<file path="src/core/dsecc_pkg.sv">
// Constants for the on-die SEC-DED status block of a DDR3 device.
// Assumes a single command clock domain; no other dependencies.
package dsecc_pkg;
   localparam int NIBBLE_W = 4;
   localparam int PARITY_W = 4;
   localparam int CODE_W = 8;
   localparam int CNT_W = 3;
   localparam logic [2:0] CNT_MAX = 3'h7;
   // Mode register 3 address field positions
   localparam int MR_A0 = 0;
   localparam int MR_A1 = 1;
   localparam int MR_A2 = 2;
   localparam int MR_A3 = 3;
   localparam int MR_A4 = 4;
   localparam int MR_DATA_LSB = 5;
   localparam logic [4:0] MR_WRITE_SEL = 5'h1F;
   localparam logic [2:0] MR3_BANK = 3'h3;
   // Register select codes {A4,A3,A1,A0}
   localparam logic [3:0] SEL_STATUS = 4'h4;
   localparam logic [3:0] SEL_LOC1 = 4'h5;
   localparam logic [3:0] SEL_LOC2 = 4'h6;
   localparam logic [3:0] SEL_LOC3 = 4'h7;
   localparam logic [3:0] SEL_LOC4 = 4'h8;
   localparam logic [3:0] SEL_CONFIG = 4'h9;
   // Configuration register fields
   localparam int CFG_ENABLE = 0;
   localparam int CFG_ALERT = 1;
   localparam int CFG_TYPE_LSB = 2;
   localparam int CFG_CLEAR = 4;
   localparam logic [3:0] CFG_RESET = 4'h1;
   // Alert type selection
   localparam logic [1:0] ALERT_SINGLE = 2'h0;
   localparam logic [1:0] ALERT_DOUBLE = 2'h1;
   localparam logic [1:0] ALERT_ANY = 2'h2;
   // Status register fields
   localparam int ST_EVENT = 0;
   localparam int ST_TYPE = 1;
   localparam int ST_SINGLE_LSB = 2;
   localparam int ST_DOUBLE_LSB = 5;
   localparam logic [7:0] REG_ZERO = 8'h00;
   typedef enum logic {
      DSECC_BANK_MODE,
      DSECC_BANK_REGS
   } dsecc_read_path_type;
endpackage

</file>
<file path="src/core/dsecc_encode.sv">
// Parity generator for one 4-bit half-byte (8-bit SEC-DED word).
// Purely combinational; used by the writer side of the top module.
`timescale 1ns/1ps
module dsecc_encode (
   input wire logic [3:0] data,
   output logic [3:0] parity
);
   // Hamming(7,4) checks plus overall parity for double detection
   always_comb begin
      parity[0] = data[0] ^ data[1] ^ data[3];
      parity[1] = data[0] ^ data[2] ^ data[3];
      parity[2] = data[1] ^ data[2] ^ data[3];
      parity[3] = ^data ^ parity[0] ^ parity[1] ^ parity[2];
   end
endmodule

</file>
<file path="src/core/dsecc_decode.sv">
// Checker and corrector for one 8-bit half-byte code word.
// Combinational; the top module registers its outputs.
`timescale 1ns/1ps
module dsecc_decode (
   input wire logic [3:0] data,
   input wire logic [3:0] parity,
   output logic [3:0] fixed,
   output logic single_err,
   output logic double_err
);
   logic [2:0] syn;
   logic overall;
   always_comb begin
      syn[0] = parity[0] ^ data[0] ^ data[1] ^ data[3];
      syn[1] = parity[1] ^ data[0] ^ data[2] ^ data[3];
      syn[2] = parity[2] ^ data[1] ^ data[2] ^ data[3];
      overall = ^data ^ ^parity;
      single_err = overall;
      double_err = !overall && (syn != 3'h0);
      fixed = data;
      // Positions: 3=d0 5=d1 6=d2 7=d3; parity-only flips leave data
      if (overall) begin
         unique case (syn)
            3'h3: fixed[0] = !data[0];
            3'h5: fixed[1] = !data[1];
            3'h6: fixed[2] = !data[2];
            3'h7: fixed[3] = !data[3];
            default: fixed = data;
         endcase
      end
   end
endmodule

</file>
<file path="src/core/dsecc_core.sv">
// On-die SEC-DED protection and status registers of a DDR3 device.
// Assumes the array, command decode and burst logic sit around it:
// array data and parity arrive with a read strobe, commands pre-decoded.
`timescale 1ns/1ps
module dsecc_core #(
   parameter int DATA_W = 16,
   parameter int BANK_W = 3,
   parameter int COL_W = 10,
   parameter int ROW_W = 15,
   parameter bit SERIAL_VARIANT = 1'b0
) (
   input wire logic clock,
   input wire logic arst_n,
   // Mode register set command with its address and bank lines
   input wire logic mrs_valid,
   input wire logic [2:0] mrs_bank,
   input wire logic [15:0] mrs_addr,
   // Serial-side register port, live only on the serial variant
   input wire logic serial_wr,
   input wire logic [3:0] serial_sel,
   input wire logic [4:0] serial_wdata,
   output logic [7:0] serial_rdata,
   // Write path towards the array
   input wire logic wr_valid,
   input wire logic [DATA_W-1:0] wr_data,
   output logic [DATA_W-1:0] wr_parity,
   output logic wr_parity_en,
   // Read path from the array, one beat per cycle within a burst
   input wire logic rd_valid,
   input wire logic rd_burst_start,
   input wire logic [DATA_W-1:0] rd_data,
   input wire logic [DATA_W-1:0] rd_parity,
   input wire logic [BANK_W-1:0] rd_bank,
   input wire logic [COL_W-1:0] rd_col,
   input wire logic [ROW_W-1:0] rd_row,
   output logic [DATA_W-1:0] dq_out,
   output logic dq_valid,
   output logic mpr_active,
   output logic alert,
   output logic correction_enable
);
   localparam int NIB = DATA_W / dsecc_pkg::NIBBLE_W;

   logic rst_meta;
   logic rst_n;
   logic [3:0] cfg;
   logic alert_output_enable;
   logic [1:0] alert_type;
   logic event_flag;
   logic event_single;
   logic [2:0] single_count;
   logic [2:0] double_count;
   logic single_seen;
   logic double_seen;
   logic loc_valid;
   logic [BANK_W-1:0] loc_bank;
   logic [COL_W-1:0] loc_col;
   logic [ROW_W-1:0] loc_row;
   logic [3:0] mpr_sel;
   logic event_record_clear;
   logic [NIB-1:0] nib_single;
   logic [NIB-1:0] nib_double;
   logic [DATA_W-1:0] fixed_data;
   logic any_single;
   logic any_double;
   logic check_on;
   logic mr3_hit;
   logic cfg_write;
   logic [4:0] cfg_wdata;
   logic [3:0] reg_sel;
   logic [7:0] reg_value;
   logic [7:0] event_status_reg;
   logic [7:0] location_reg_one;
   logic [7:0] location_reg_two;
   logic [7:0] location_reg_three;
   logic [7:0] location_reg_four;
   logic [7:0] correction_config_reg;
   logic next_single_seen;
   logic next_double_seen;

   // Reset released through two flops
   always_ff @(posedge clock or negedge arst_n) begin
      if (!arst_n) begin
         rst_meta <= 1'b0;
         rst_n <= 1'b0;
      end else begin
         rst_meta <= 1'b1;
         rst_n <= rst_meta;
      end
   end

   function automatic logic [2:0] sat_inc(input logic [2:0] value);
      sat_inc = (value == dsecc_pkg::CNT_MAX) ? value : value + 3'h1;
   endfunction

   assign correction_enable = cfg[dsecc_pkg::CFG_ENABLE];
   assign alert_output_enable = cfg[dsecc_pkg::CFG_ALERT];
   assign alert_type = cfg[dsecc_pkg::CFG_TYPE_LSB +: 2];
   assign check_on = correction_enable;

   // Mode register 3 decode; serial variant ignores it entirely
   assign mr3_hit = mrs_valid && !SERIAL_VARIANT
      && (mrs_bank == dsecc_pkg::MR3_BANK);
   assign cfg_write = SERIAL_VARIANT ? serial_wr
      : mr3_hit && (mrs_addr[4:0] == dsecc_pkg::MR_WRITE_SEL);
   assign cfg_wdata = SERIAL_VARIANT ? serial_wdata
      : mrs_addr[dsecc_pkg::MR_DATA_LSB +: 5];
   assign reg_sel = SERIAL_VARIANT ? serial_sel : mpr_sel;

   // Configuration register; clear bit is a pulse that self-returns
   always_ff @(posedge clock or negedge rst_n) begin
      if (!rst_n) begin
         cfg <= dsecc_pkg::CFG_RESET;
      end else if (cfg_write) begin
         cfg <= cfg_wdata[3:0];
      end
   end

   always_ff @(posedge clock or negedge rst_n) begin
      if (!rst_n) begin
         event_record_clear <= 1'b0;
      end else begin
         event_record_clear <= cfg_write
            && cfg_wdata[dsecc_pkg::CFG_CLEAR];
      end
   end

   // Multi-purpose register selection held from the last MR3 command
   always_ff @(posedge clock or negedge rst_n) begin
      if (!rst_n) begin
         mpr_active <= 1'b0;
         mpr_sel <= dsecc_pkg::SEL_STATUS;
      end else if (mr3_hit) begin
         mpr_active <= mrs_addr[dsecc_pkg::MR_A2];
         mpr_sel <= {mrs_addr[dsecc_pkg::MR_A4], mrs_addr[dsecc_pkg::MR_A3],
            mrs_addr[dsecc_pkg::MR_A1], mrs_addr[dsecc_pkg::MR_A0]};
      end
   end

   // Per half-byte encode and decode
   genvar g;
   generate
      for (g = 0; g < NIB; g++) begin : g_nib
         dsecc_encode u_enc (
            .data(wr_data[g*4 +: 4]),
            .parity(wr_parity[g*4 +: 4])
         );
         dsecc_decode u_dec (
            .data(rd_data[g*4 +: 4]),
            .parity(rd_parity[g*4 +: 4]),
            .fixed(fixed_data[g*4 +: 4]),
            .single_err(nib_single[g]),
            .double_err(nib_double[g])
         );
      end
   endgenerate

   // Parity kept as it was while correction is off
   assign wr_parity_en = wr_valid && check_on;

   assign any_single = rd_valid && check_on && !mpr_active
      && (|nib_single);
   assign any_double = rd_valid && check_on && !mpr_active
      && (|nib_double);

   // Seen flags restart at each burst so a counter moves once per burst
   always_comb begin
      next_single_seen = rd_burst_start ? 1'b0 : single_seen;
      next_double_seen = rd_burst_start ? 1'b0 : double_seen;
      if (any_single) begin
         next_single_seen = 1'b1;
      end
      if (any_double) begin
         next_double_seen = 1'b1;
      end
   end

   always_ff @(posedge clock or negedge rst_n) begin
      if (!rst_n) begin
         single_seen <= 1'b0;
         double_seen <= 1'b0;
      end else begin
         single_seen <= next_single_seen;
         double_seen <= next_double_seen;
      end
   end

   // Counters and flags; an event in the clear cycle survives the clear
   always_ff @(posedge clock or negedge rst_n) begin
      if (!rst_n) begin
         single_count <= 3'h0;
         double_count <= 3'h0;
         event_flag <= 1'b0;
         event_single <= 1'b0;
      end else begin
         if (event_record_clear) begin
            single_count <= 3'h0;
            double_count <= 3'h0;
            event_flag <= 1'b0;
            event_single <= 1'b0;
         end
         if (any_single && (rd_burst_start || !single_seen)) begin
            single_count <= event_record_clear ? 3'h1
               : sat_inc(single_count);
         end
         if (any_double && (rd_burst_start || !double_seen)) begin
            double_count <= event_record_clear ? 3'h1
               : sat_inc(double_count);
         end
         if (any_single || any_double) begin
            event_flag <= 1'b1;
            event_single <= !any_double;
         end
      end
   end

   // First event address, held until cleared
   always_ff @(posedge clock or negedge rst_n) begin
      if (!rst_n) begin
         loc_valid <= 1'b0;
         loc_bank <= '0;
         loc_col <= '0;
         loc_row <= '0;
      end else begin
         if (event_record_clear) begin
            loc_valid <= 1'b0;
            loc_bank <= '0;
            loc_col <= '0;
            loc_row <= '0;
         end
         if ((any_single || any_double)
               && (!loc_valid || event_record_clear)) begin
            loc_valid <= 1'b1;
            loc_bank <= rd_bank;
            loc_col <= rd_col;
            loc_row <= rd_row;
         end
      end
   end

   // Register images
   assign event_status_reg = {double_count, single_count,
      event_single, event_flag};
   assign location_reg_one = {loc_col[4:0], loc_bank[2:0]};
   assign location_reg_two = {3'h0, loc_col[9:5]};
   assign location_reg_three = loc_row[7:0];
   assign location_reg_four = {1'b0, loc_row[14:8]};
   // Clear bit never reads back as 1 since it self-returns
   assign correction_config_reg = {4'h0, cfg};

   always_comb begin
      unique case (reg_sel)
         dsecc_pkg::SEL_STATUS: reg_value = event_status_reg;
         dsecc_pkg::SEL_LOC1: reg_value = location_reg_one;
         dsecc_pkg::SEL_LOC2: reg_value = location_reg_two;
         dsecc_pkg::SEL_LOC3: reg_value = location_reg_three;
         dsecc_pkg::SEL_LOC4: reg_value = location_reg_four;
         dsecc_pkg::SEL_CONFIG: reg_value = correction_config_reg;
         default: reg_value = dsecc_pkg::REG_ZERO;
      endcase
   end

   // Read data out: array data, corrected only while correction is on, or register on DQ7..DQ0
   always_ff @(posedge clock or negedge rst_n) begin
      if (!rst_n) begin
         dq_out <= '0;
         dq_valid <= 1'b0;
         serial_rdata <= dsecc_pkg::REG_ZERO;
      end else begin
         dq_valid <= rd_valid;
         serial_rdata <= SERIAL_VARIANT ? reg_value
            : dsecc_pkg::REG_ZERO;
         if (rd_valid) begin
            if (mpr_active && !SERIAL_VARIANT) begin
               dq_out <= {{(DATA_W-8){1'b0}}, reg_value};
            end else if (check_on) begin
               dq_out <= fixed_data;
            end else begin
               dq_out <= rd_data;
            end
         end
      end
   end

   // Alert: set by the selected event kind, gated by both enables
   always_ff @(posedge clock or negedge rst_n) begin
      if (!rst_n) begin
         alert <= 1'b0;
      end else if (event_record_clear || !correction_enable
            || !alert_output_enable) begin
         alert <= 1'b0;
      end else if ((any_single && alert_type != dsecc_pkg::ALERT_DOUBLE)
            || (any_double && alert_type != dsecc_pkg::ALERT_SINGLE)) begin
         alert <= 1'b1;
      end
   end
endmodule

</file>
<file path="config.mk">
export PLATFORM = sky130hd
export DESIGN_NAME = dsecc_core
export DESIGN_NICKNAME = d
export VERILOG_FILES = /design/src/core/dsecc_pkg.sv /design/src/core/dsecc_encode.sv /design/src/core/dsecc_decode.sv /design/src/core/dsecc_core.sv
export SDC_FILE = /design/constraint.sdc
export NUM_CORES = 1
export LEC_CHECK = 0
export ABC_CLOCK_PERIOD_IN_PS = 3500
export BUFFER_PORTS_ARGS = -buffer_cell sky130_fd_sc_hd__buf_2
export CAP_MARGIN = 20
export CORE_ASPECT_RATIO = 1.2
export CORE_MARGIN = 4
export CORE_UTILIZATION = 40
export CTS_CLUSTER_DIAMETER = 100
export DETAILED_ROUTE_END_ITERATION = 10
export GPL_ROUTABILITY_DRIVEN = 0
export GPL_TIMING_DRIVEN = 0
export PLACE_DENSITY = 0.68
export SYNTH_ARGS = -nofsm -noshare
export SYNTH_HDL_FRONTEND = slang
export SYNTH_HIERARCHICAL = 1
export SYNTH_SLANG_ARGS = --single-unit
</file>
<file path="constraint.sdc">
create_clock -name clock -period 3.5 [get_ports clock]
set_clock_uncertainty 0.2 [all_clocks]
set_input_delay 0.7 -clock clock [delete_from_list [all_inputs] [get_ports clock]]
set_output_delay 0.7 -clock clock [all_outputs]
set_load 0.05 [all_outputs]
</file>
==> run_results.csv, run 1 <==
group,metric,value,unit
sta,max_slew.worst_pin.slew,863,ps
logic_synthesis,ys_warn_count,6,
critical_path,worst_path_most_repeated_cell,"buf_2",
floorplanning,die_w,107,um
critical_path,crit_chain,"buf_2 -> xnor3_2 -> xnor2_2 -> nor2b_1 -> o21ai_1 -> nor4_4 -> a21o_2 -> a21oi_2 -> buf_2 -> a22o_1",
sta,timing.fmax,327,MHz
floorplanning,dieArea,13600,um2
cts,root_buffer,"clkbuf_16",
critical_path,cpPeakStageDelay,470,ps
final_layout,final_util,51.1,%
job,drv_cap,0,
cts,cts_tree,"built",
power_and_ir_drop,p_total,0.00290,W
worst_hold_path,hold_depth,0,
final_layout,layout_commonest_cell,"buf_2",
floorplanning,die_h,127,um
critical_path,crit_fanout,10,
floorplanning,initial_core_util,40.7,%
critical_path,crit_type,"input pin to flop",
logic_synthesis,synth-main-ff-cell,"dfrtp_1",
global_routing,grt.met1_usage,21.0,%
final_layout,nets,660,
sta,rsz0062_at_grt,"no",
power_and_ir_drop,vdd_drop_max,0.000353,V
final_layout,register_area,1730,um2
sta,finalMaxSlewViolations,0,
cts,clk_latency,330,ps
critical_path,reg2reg_depth,5,
power_and_ir_drop,power.share.switching,35.6,%
logic_synthesis,synth_edf_count,0,
global_routing,gr-usage-all-layers,17.1,%
critical_path,crit_path_top_delay_cell,"xnor3_2",
sta,setup_slack,441,ps
placed_design,io_buffers,131,
sta,final.setup.tns,0,ps
global_routing,grt_busiest_layer,"met2",
sta,setup_violations,0,
route,vias_per_cell,5.02,
sta,hold_viol,0,
cts,cts_buffer_depth,2,
global_routing,grt_pass1_vias,3635,
logic_synthesis,ys_ff_latch,69,
critical_path,crit_path_end_kind,"flop",
sta,period_needed,3060,ps
cts,htree_levels,3,
logic_synthesis,ys_seq_area_share,36.7,%
route,ant_nets,0,
route,avgRoutedWirePerCell,16.3,um
power_and_ir_drop,p_switching,0.00103,W
global_routing,grt_pass1_wl,18400,um
logic_synthesis,netlist_area,4710,um2
critical_path,reg2reg_to,"loc_bank[0]",
global_routing,grt_use_met3,4.07,%
final_layout,areaGrowthSynthToFinish,25.4,%
global_routing,grt_max_degree,68,
route,num_vias,3548,
floorplanning,fp.coreArea,11600,um2
critical_path,start_kind,"input pin",
logic_synthesis,async_flop_share,100,%
cts,cts_buffers,9,
power_and_ir_drop,seq_power_share,33.2,%
power_and_ir_drop,p_clk_share,31.7,%
cts,numClockSinks,69,
logic_synthesis,synth_cells,395,
final_layout,final_area,5910,um2
route,drc,0,
worst_hold_path,hp-class,"flop to flop",
critical_path,rr_startpoint,"cfg[0]",
power_and_ir_drop,power.leakage,2.90,nW
final_layout,n_fill_cell,1084,
final_layout,num_antenna_cells,0,
floorplanning,pin_count,156,
placed_design,place_hpwl,9360,um
status,status,"finished, final reports clean",
logic_synthesis,avgSynthCellArea,11.9,um2
floorplanning,row_count,43,
critical_path,r2r_slack,1440,ps
final_layout,multi_input_area,2800,um2
sta,period_share,87.4,%
global_routing,globalRouteMet2Util,29.8,%
route,finalWirelength,11500,um
power_and_ir_drop,powerDensity,491,nW/um2
final_layout,drive_gt1_share,39.6,%
route,dr.pass1.iters,4,
cts,path_clk_slew,60,ps
worst_hold_path,whs_endpoint,"rst_n",
route,drt_first_iter_violations,136,
logic_synthesis,synth_cell_types,51,
critical_path,arrival,3130,ps
critical_path,cp.required,3570,ps
global_routing,antenna_found_initial,0,
cts,post_cts_resize_count,0,
power_and_ir_drop,p_int,0.00187,W
sta,slew-limit-headroom,42.5,%
global_routing,grt_overflow,0,
worst_hold_path,min_from,"rst_meta",
power_and_ir_drop,comb_power_share,35.1,%
placed_design,post_dp_cell_area,5590,um2
final_layout,final_cell_mix,"buf_2 (137), dfrtp_1 (66), mux2i_1 (34)",
placed_design,dp_slack,72.4,ps
-- sequential cells by signal, indices dropped and copies added (netlist names), 3 cells and up --
name / flops
loc_col: 10
loc_bank: 3
mpr_sel: 4
double_count: 3
single_count: 3
cfg: 4
loc_row: 15
dq_out: 16
-- power groups by stage --
| stage | Clock (W) | Combinational [W] | Sequential (W) |
|---|---|---|---|
| final | 0.000920 | 0.00102 | 0.000962 |
| after global routing | 0.000966 | 0.00110 | 0.000976 |
| after CTS | 0.000941 | 0.00103 | 0.000963 |
| after detailed placement | 0 | 0.00102 | 0.000977 |
| after global placement | 0 | 0.000996 | 0.000970 |
| after floorplan | 0 | 0.000673 | 0.00106 |
-- what timing repair did --
item / CTS / global route
hold buffers: 1 / 0
setup buffers: 0 / 0
endpoints found under the hold margin: 2 / 0
-- how the worst max path moves through the flow --
stage | startpoint | to | slack, ps
detailed placement | rd_data[1] | loc_col[6] | 70
floorplan | rd_data[1] | loc_bank[0] | 570
global route | rd_data[1] | loc_col[6] | 300
global placement | rd_data[1] | loc_row[6] | 120
CTS | rd_data[1] | loc_col[6] | 420
finish | rd_data[1] | loc_bank[0] | 440
-- metrics by stage --
stage | instances | hold slack, ps
6_report | 707 | 151
5_1_grt | 707 | 165
4_1_cts | 707 | 157
3_5_place_dp | 690 | 138
3_3_place_gp | 690 | 138
2_1_floorplan | 402 | 131
-- logic make-up after synthesis --
logic type	after synthesis	synth area share (%)
xor gates and xnor gates	76	23.1
buffers and inverters	40	4.46
other	2	0.159
AOI/OAI and AO/OA	76	12.4
DFF	69	36.7
and+or+nand+nor	82	12.1
muxes	46	10.1
adders and majority gates	4	1.06
-- routing by layer --
| layer | up-vias | wire length (um) |
|---|---|---|
| li1 | 1722 | - |
| met1 | 1709 | 4810 |
| met5 | - | 0 |
| met3 | 12 | 663 |
| met2 | 105 | 5930 |
| met4 | 0 | 139 |
-- synth_stat cells, types with 8 or more instances --
| master | instances | area share [%] |
|---|---|---|
| mux2i_1 | 34 | 7.2 |
| dfrtp_1 | 67 | 36 |
| nor2_1 | 15 | 1.2 |
| xor2_1 | 12 | 2.2 |
| a22o_1 | 32 | 6.0 |
| nand2b_1 | 15 | 2.0 |
| nor4b_2 | 10 | 3.2 |
| buf_4 | 8 | 1.3 |
| xor3_1 | 8 | 4.0 |
| xnor2_2 | 8 | 2.8 |
| inv_1 | 16 | 1.3 |
| xnor2_1 | 32 | 6.0 |
| xor3_4 | 8 | 4.7 |
| mux2_2 | 12 | 2.9 |
| nand3_1 | 9 | 0.96 |
| o22ai_1 | 8 | 1.1 |
| nand2_1 | 10 | 0.80 |
| o21ai_0 | 10 | 1.1 |
-- final cells by class --
| type | count | area share, % |
|---|---|---|
| multi-input combinational | 293 | 47.4 |
| sequential | 69 | 29.3 |
| timing repair buffer | 132 | 11.3 |
| clock buffer | 12 | 4.34 |
| tap | 157 | 3.33 |
| buffer | 24 | 2.54 |
| inverter | 16 | 1.02 |
| clock inverter | 4 | 0.805 |
-- critical path: cells and delay by family --
family	cells	cell delay (ps)
AOI/OAI and AO/OA	4	1070
xor gates and xnor gates	2	650
and+or+nand+nor	2	250
buffers and inverters	2	450
Note: power is estimated with default switching activity, not from simulation.
==> run 2: changes to the inputs <==
- PLACE_DENSITY: 0.68 -> not set
- PLACE_DENSITY_LB_ADDON: not set -> 0.2
==> run 2 against run 1 <==
Effect of this change:
- via count shrank 1.4%
- largest power group is now clock
- core utilization increased by 0.31 points
- first-iteration DRC count decreased by 5.9%
- critical path type unchanged
- combinational power is essentially flat
==> run_results.csv, run 2 (same netlist as run 1, synthesis figures left out) <==
group,metric,value,unit
critical_path,cpPeakStageDelay,470,ps
critical_path,arrival,3150,ps
sta,hold_viol,0,
cts,root_buffer,"clkbuf_16",
global_routing,grt_max_degree,68,
final_layout,drive_gt1_share,39.6,%
final_layout,final_cell_mix,"buf_2 (137), dfrtp_1 (66), mux2i_1 (34)",
floorplanning,die_w,107,um
placed_design,place_inst,690,
global_routing,grt_pass1_vias,3569,
route,num_vias,3500,
critical_path,crit_chain,"buf_2 -> xnor3_2 -> xnor2_2 -> nor2b_1 -> o21ai_1 -> nor4_4 -> a21o_2 -> a21oi_2 -> buf_2 -> a22o_1",
power_and_ir_drop,power.leakage,2.91,nW
sta,rsz0062_at_grt,"no",
cts,path_clk_slew,60,ps
global_routing,grt_overflow,0,
worst_hold_path,hp-class,"flop to flop",
power_and_ir_drop,p_total,0.00301,W
critical_path,crit_path_end_kind,"flop",
route,drc,0,
cts,cts_buffer_depth,2,
final_layout,layout_commonest_cell,"buf_2",
sta,finalMaxSlewViolations,0,
final_layout,nets,660,
cts,cts_buffers,9,
sta,slew-limit-headroom,41.9,%
sta,period_share,88.0,%
final_layout,reg_top3,"dq_out (16), loc_row (15), loc_col (10)",
route,ant_nets,0,
placed_design,post_dp_cell_area,5590,um2
final_layout,largest_reg_flops,16,
placed_design,place_hpwl,8880,um
sta,setup_slack,419,ps
route,drt_first_iter_violations,128,
cts,cts_setup_buffers,0,
cts,clk_latency,330,ps
floorplanning,fp.coreArea,11600,um2
global_routing,grt_pass1_wl,18100,um
placed_design,dp_slack,61.8,ps
job,drv_cap,0,
critical_path,crit_path_top_delay_cell,"xnor3_2",
critical_path,worst_path_most_repeated_cell,"buf_2",
route,avgRoutedWirePerCell,15.8,um
global_routing,antenna_found_initial,0,
critical_path,critPathBufInv,2,
placed_design,io_buffers,131,
sta,period_needed,3080,ps
sta,setup_violations,0,
floorplanning,pin_count,156,
route,finalWirelength,11200,um
critical_path,cp.required,3570,ps
final_layout,final_area,5940,um2
power_and_ir_drop,powerDensity,506,nW/um2
cts,cts_tree,"built",
status,status,"finished, final reports clean",
final_layout,final_cells,707,
route,dr.pass1.iters,4,
final_layout,areaGrowthSynthToFinish,26.2,%
critical_path,critical_path.top_delay_family,"compound AO/OA/AOI/OAI gates",
floorplanning,dieArea,13600,um2
route,vias_per_cell,4.95,
critical_path,crit_type,"input pin to flop",
power_and_ir_drop,vdd_drop_max,0.000264,V
floorplanning,row_count,43,
cts,numClockSinks,69,
sta,final.setup.tns,0,ps
floorplanning,initial_core_util,40.7,%
sta,max_slew.worst_pin.slew,871,ps
critical_path,crit_fanout,10,
floorplanning,die_h,127,um
sta,timing.fmax,325,MHz
critical_path,start_kind,"input pin",
global_routing,gr-usage-all-layers,16.8,%
final_layout,num_antenna_cells,0,
cts,htree_levels,3,
final_layout,top_register,"dq_out",
run 2: changes by cell type in the layout (fill, tap and decap cells not counted):
cell,delta
bufinv_16,+2
clkbuf_8,-2
clkinv_2,-1
clkinv_4,+1
run 2: worst paths after layout:
| kind | start | to | slack [ps] | cells past startpoint |
|---|---|---|---|---|
| max | rd_data[1] | loc_row[4] | 420 | 10 |
| min | rst_meta | rst_n | 150 | 0 |
| max reg2reg | mpr_sel[1] | dq_out[3] | 1430 | 6 |
| min reg2reg | rst_meta | rst_n | 150 | 0 |
| max in group asynchronous | rst_n | dq_out[0] | 2290 | 0 |
| min in group asynchronous | rst_n | cfg[1] | 250 | 0 |
run 2: per-layer routing:
| layer | track usage, % | wire [um] |
|---|---|---|
| met1 | 21.6 | 4770 |
| met2 | 28.5 | 5660 |
| met3 | 3.61 | 593 |
| met4 | 4.67 | 142 |
| met5 | 0 | 0 |
run 2: timing repair:
action	CTS	global route
hold endpoints to repair	2	0
gates resized for setup	0	0
hold buffers	1	0
run 2: final cells by class:
type | count | area, um2
Fill cell | 1091 | 5630
Multi-Input combinational cell | 293 | 2800
Sequential cell | 69 | 1730
Timing Repair Buffer | 132 | 666
Clock buffer | 10 | 229
Tap cell | 157 | 196
Buffer | 24 | 150
Clock inverter | 6 | 111
Inverter | 16 | 60.1
run 2: metrics by stage:
step,hold slack [ps],util (%)
CTS,153,51.4
detailed placement,140,48.3
global route,165,51.4
global placement,137,48.3
floorplan,131,-
finish,149,51.4
run 2: where the power goes:
part	leakage, nW	switching, W	total (W)	internal [W]
clock network	0.163	0.000339	0.00103	0.000696
logic	1.85	0.000611	0.00101	0.000400
registers	0.897	0.0000835	0.000963	0.000879
==> run 3: changes to the inputs <==
- ABC_CLOCK_PERIOD_IN_PS: 3500 -> not set
- clock period: 3.5 -> 2.9 ns (I/O delays scaled with it)
==> run 3 against run 2 <==
Effect of this change:
- routed wire length grew 0.39%
- sequential cell count is the same
- core utilization grew 0.88 points
- sequential share of layout area shrank 0.49 points
- cell area grew 1.7%
- setup slack lost 300 ps
- hold slack is essentially flat
- critical path depth grew 1
- critical endpoint is now loc_col[5]
- largest cell class unchanged
==> run_results.csv, run 3 (same netlist as run 1, synthesis figures left out) <==
group,metric,value,unit
power_and_ir_drop,comb_power_share,34.4,%
cts,cts_buffers,9,
sta,hold_viol,0,
final_layout,reg_top3,"dq_out (16), loc_row (15), loc_col (10)",
global_routing,grt_overflow,0,
floorplanning,die_w,107,um
sta,slew-limit-headroom,42.2,%
sta,final.setup.tns,0,ps
global_routing,gr-usage-all-layers,16.8,%
final_layout,num_antenna_cells,0,
cts,numClockSinks,69,
sta,period_needed,2780,ps
final_layout,register_area,1730,um2
route,drt_first_iter_violations,182,
floorplanning,fp.coreArea,11600,um2
route,ant_nets,0,
floorplanning,dieArea,13600,um2
placed_design,place_inst,690,
power_and_ir_drop,powerDensity,608,nW/um2
sta,max_slew.worst_pin.slew,867,ps
worst_hold_path,hp-class,"flop to flop",
critical_path,crit_fanout,10,
route,avgRoutedWirePerCell,15.8,um
floorplanning,die_h,127,um
route,finalWirelength,11200,um
critical_path,crit_path_end_kind,"flop",
critical_path,cp.required,2910,ps
critical_path,start_kind,"input pin",
critical_path,worst_path_most_repeated_cell,"buf_6",
sta,finalMaxSlewViolations,0,
critical_path,crit_chain,"buf_2 -> xnor3_2 -> xnor2_4 -> nor2b_2 -> o21ai_2 -> nor4_4 -> a21o_2 -> o21a_1 -> buf_6 -> buf_6 -> a22o_1",
power_and_ir_drop,p_switching,0.00126,W
cts,path_clk_slew,50,ps
placed_design,dp_slack,-418,ps
critical_path,rr_startpoint,"mpr_sel[1]",
power_and_ir_drop,seq_power_share,31.6,%
route,num_vias,3539,
global_routing,grt_max_degree,68,
final_layout,top_register,"dq_out",
route,dr.pass1.iters,4,
critical_path,cpPeakStageDelay,480,ps
cts,root_buffer,"clkbuf_16",
status,status,"finished, final reports clean",
final_layout,final_cells,708,
final_layout,n_fill_cell,1079,
final_layout,drive_gt1_share,41.2,%
route,vias_per_cell,5.00,
power_and_ir_drop,p_int,0.00241,W
job,drv_cap,0,
sta,rsz0062_at_grt,"no",
final_layout,areaGrowthSynthToFinish,28.3,%
placed_design,place_hpwl,8880,um
sta,timing.fmax,360,MHz
final_layout,nets,661,
power_and_ir_drop,power.leakage,2.94,nW
critical_path,crit_type,"input pin to flop",
final_layout,layout_commonest_cell,"buf_2",
power_and_ir_drop,vdd_drop_max,0.000319,V
global_routing,grt_pass1_vias,3573,
floorplanning,pin_count,156,
global_routing,antenna_found_initial,0,
critical_path,startpoint,"rd_data[2]",
cts,clk_latency,330,ps
sta,period_share,95.8,%
floorplanning,row_count,43,
final_layout,largest_reg_flops,16,
final_layout,multi_input_area,2890,um2
global_routing,grt_pass1_wl,18100,um
sta,setup_violations,0,
critical_path,arrival,2790,ps
cts,htree_levels,3,
placed_design,io_buffers,131,
sta,setup_slack,122,ps
worst_hold_path,min_from,"rst_meta",
cts,cts_buffer_depth,2,
route,drc,0,
final_layout,final_cell_mix,"buf_2 (136), dfrtp_1 (66), mux2i_1 (34)",
power_and_ir_drop,p_clk_share,34.0,%
floorplanning,initial_core_util,40.7,%
cts,cts_tree,"built",
critical_path,crit_path_top_delay_cell,"xnor3_2",
power_and_ir_drop,power.share.switching,34.4,%
## run 3: changes by cell type in the layout (fill, tap and decap cells not counted), moves of 2 or more
cell     before  now
xnor2_1      32   29
nor2b_1       7    5
xnor2_4       0    4
nor2b_2       0    2
o21ai_2       0    3
o21ai_1       4    1
## run 3: through the flow
step / hold WS, ps / power, W / util (%) / area, um2
after global routing: 165 / 0.00387 / 52.2 / 6040
final: 149 / 0.00367 / 52.2 / 6040
after CTS: 153 / 0.00367 / 51.5 / 5960
after detailed placement: 140 / 0.00240 / 48.3 / 5590
after global placement: 137 / 0.00238 / 48.3 / 5590
after floorplan: 84.4 / 0.00209 / - / 4740
## run 3: power by group through the flow
stage	registers (W)	logic, W	clock network (W)
after floorplan	0.00127	0.000813	0
after global placement	0.00118	0.00120	0
after detailed placement	0.00118	0.00122	0
after CTS	0.00117	0.00123	0.00127
after global routing	0.00118	0.00137	0.00132
final	0.00116	0.00126	0.00125
## run 3: routing by layer
layer / wire (um) / share of wire [%] / GRT usage, % / up-vias
met5: 0 / 0 / 0 / -
met4: 148 / 1.3 / 4.67 / 0
met3: 631 / 5.6 / 3.72 / 11
met2: 5710 / 51 / 28.5 / 102
met1: 4720 / 42 / 21.5 / 1692
li1: - / - / - / 1734
## run 3: critical path, delay by kind of cell
kind / cells / cell delay (ps)
XOR/XNOR: 2 / 650
buffers and inverters: 3 / 400
AND/OR/NAND/NOR: 2 / 240
AO/OA/AOI/OAI: 4 / 910
## run 3: layout make-up
class | count | share of cell area, %
multi-input combinational | 293 | 47.8
sequential | 69 | 28.7
timing repair buffer | 133 | 11.1
clock buffer | 10 | 3.79
tap | 157 | 3.25
buffer | 24 | 2.53
clock inverter | 6 | 1.84
inverter | 16 | 0.994
## run 3: worst paths after layout
kind                       cells past startpoint  slack, ps          to
setup / recovery                              11        120  loc_col[5]
hold / removal                                 0        150       rst_n
setup reg to reg                               6        840   dq_out[3]
hold reg to reg                                0        150       rst_n
min in group asynchronous                      0        250      cfg[1]
max in group asynchronous                      0       1690   dq_out[0]
## run 3: repair_timing
action / 4_1_cts / 5_1_grt
endpoints found under the setup margin: 20 / 22
resized for setup: 1 / 13
hold buffers: 1 / 0
buffers inserted: 1 / 0
endpoints found under the hold margin: 2 / 0
pin swaps: 1 / 4
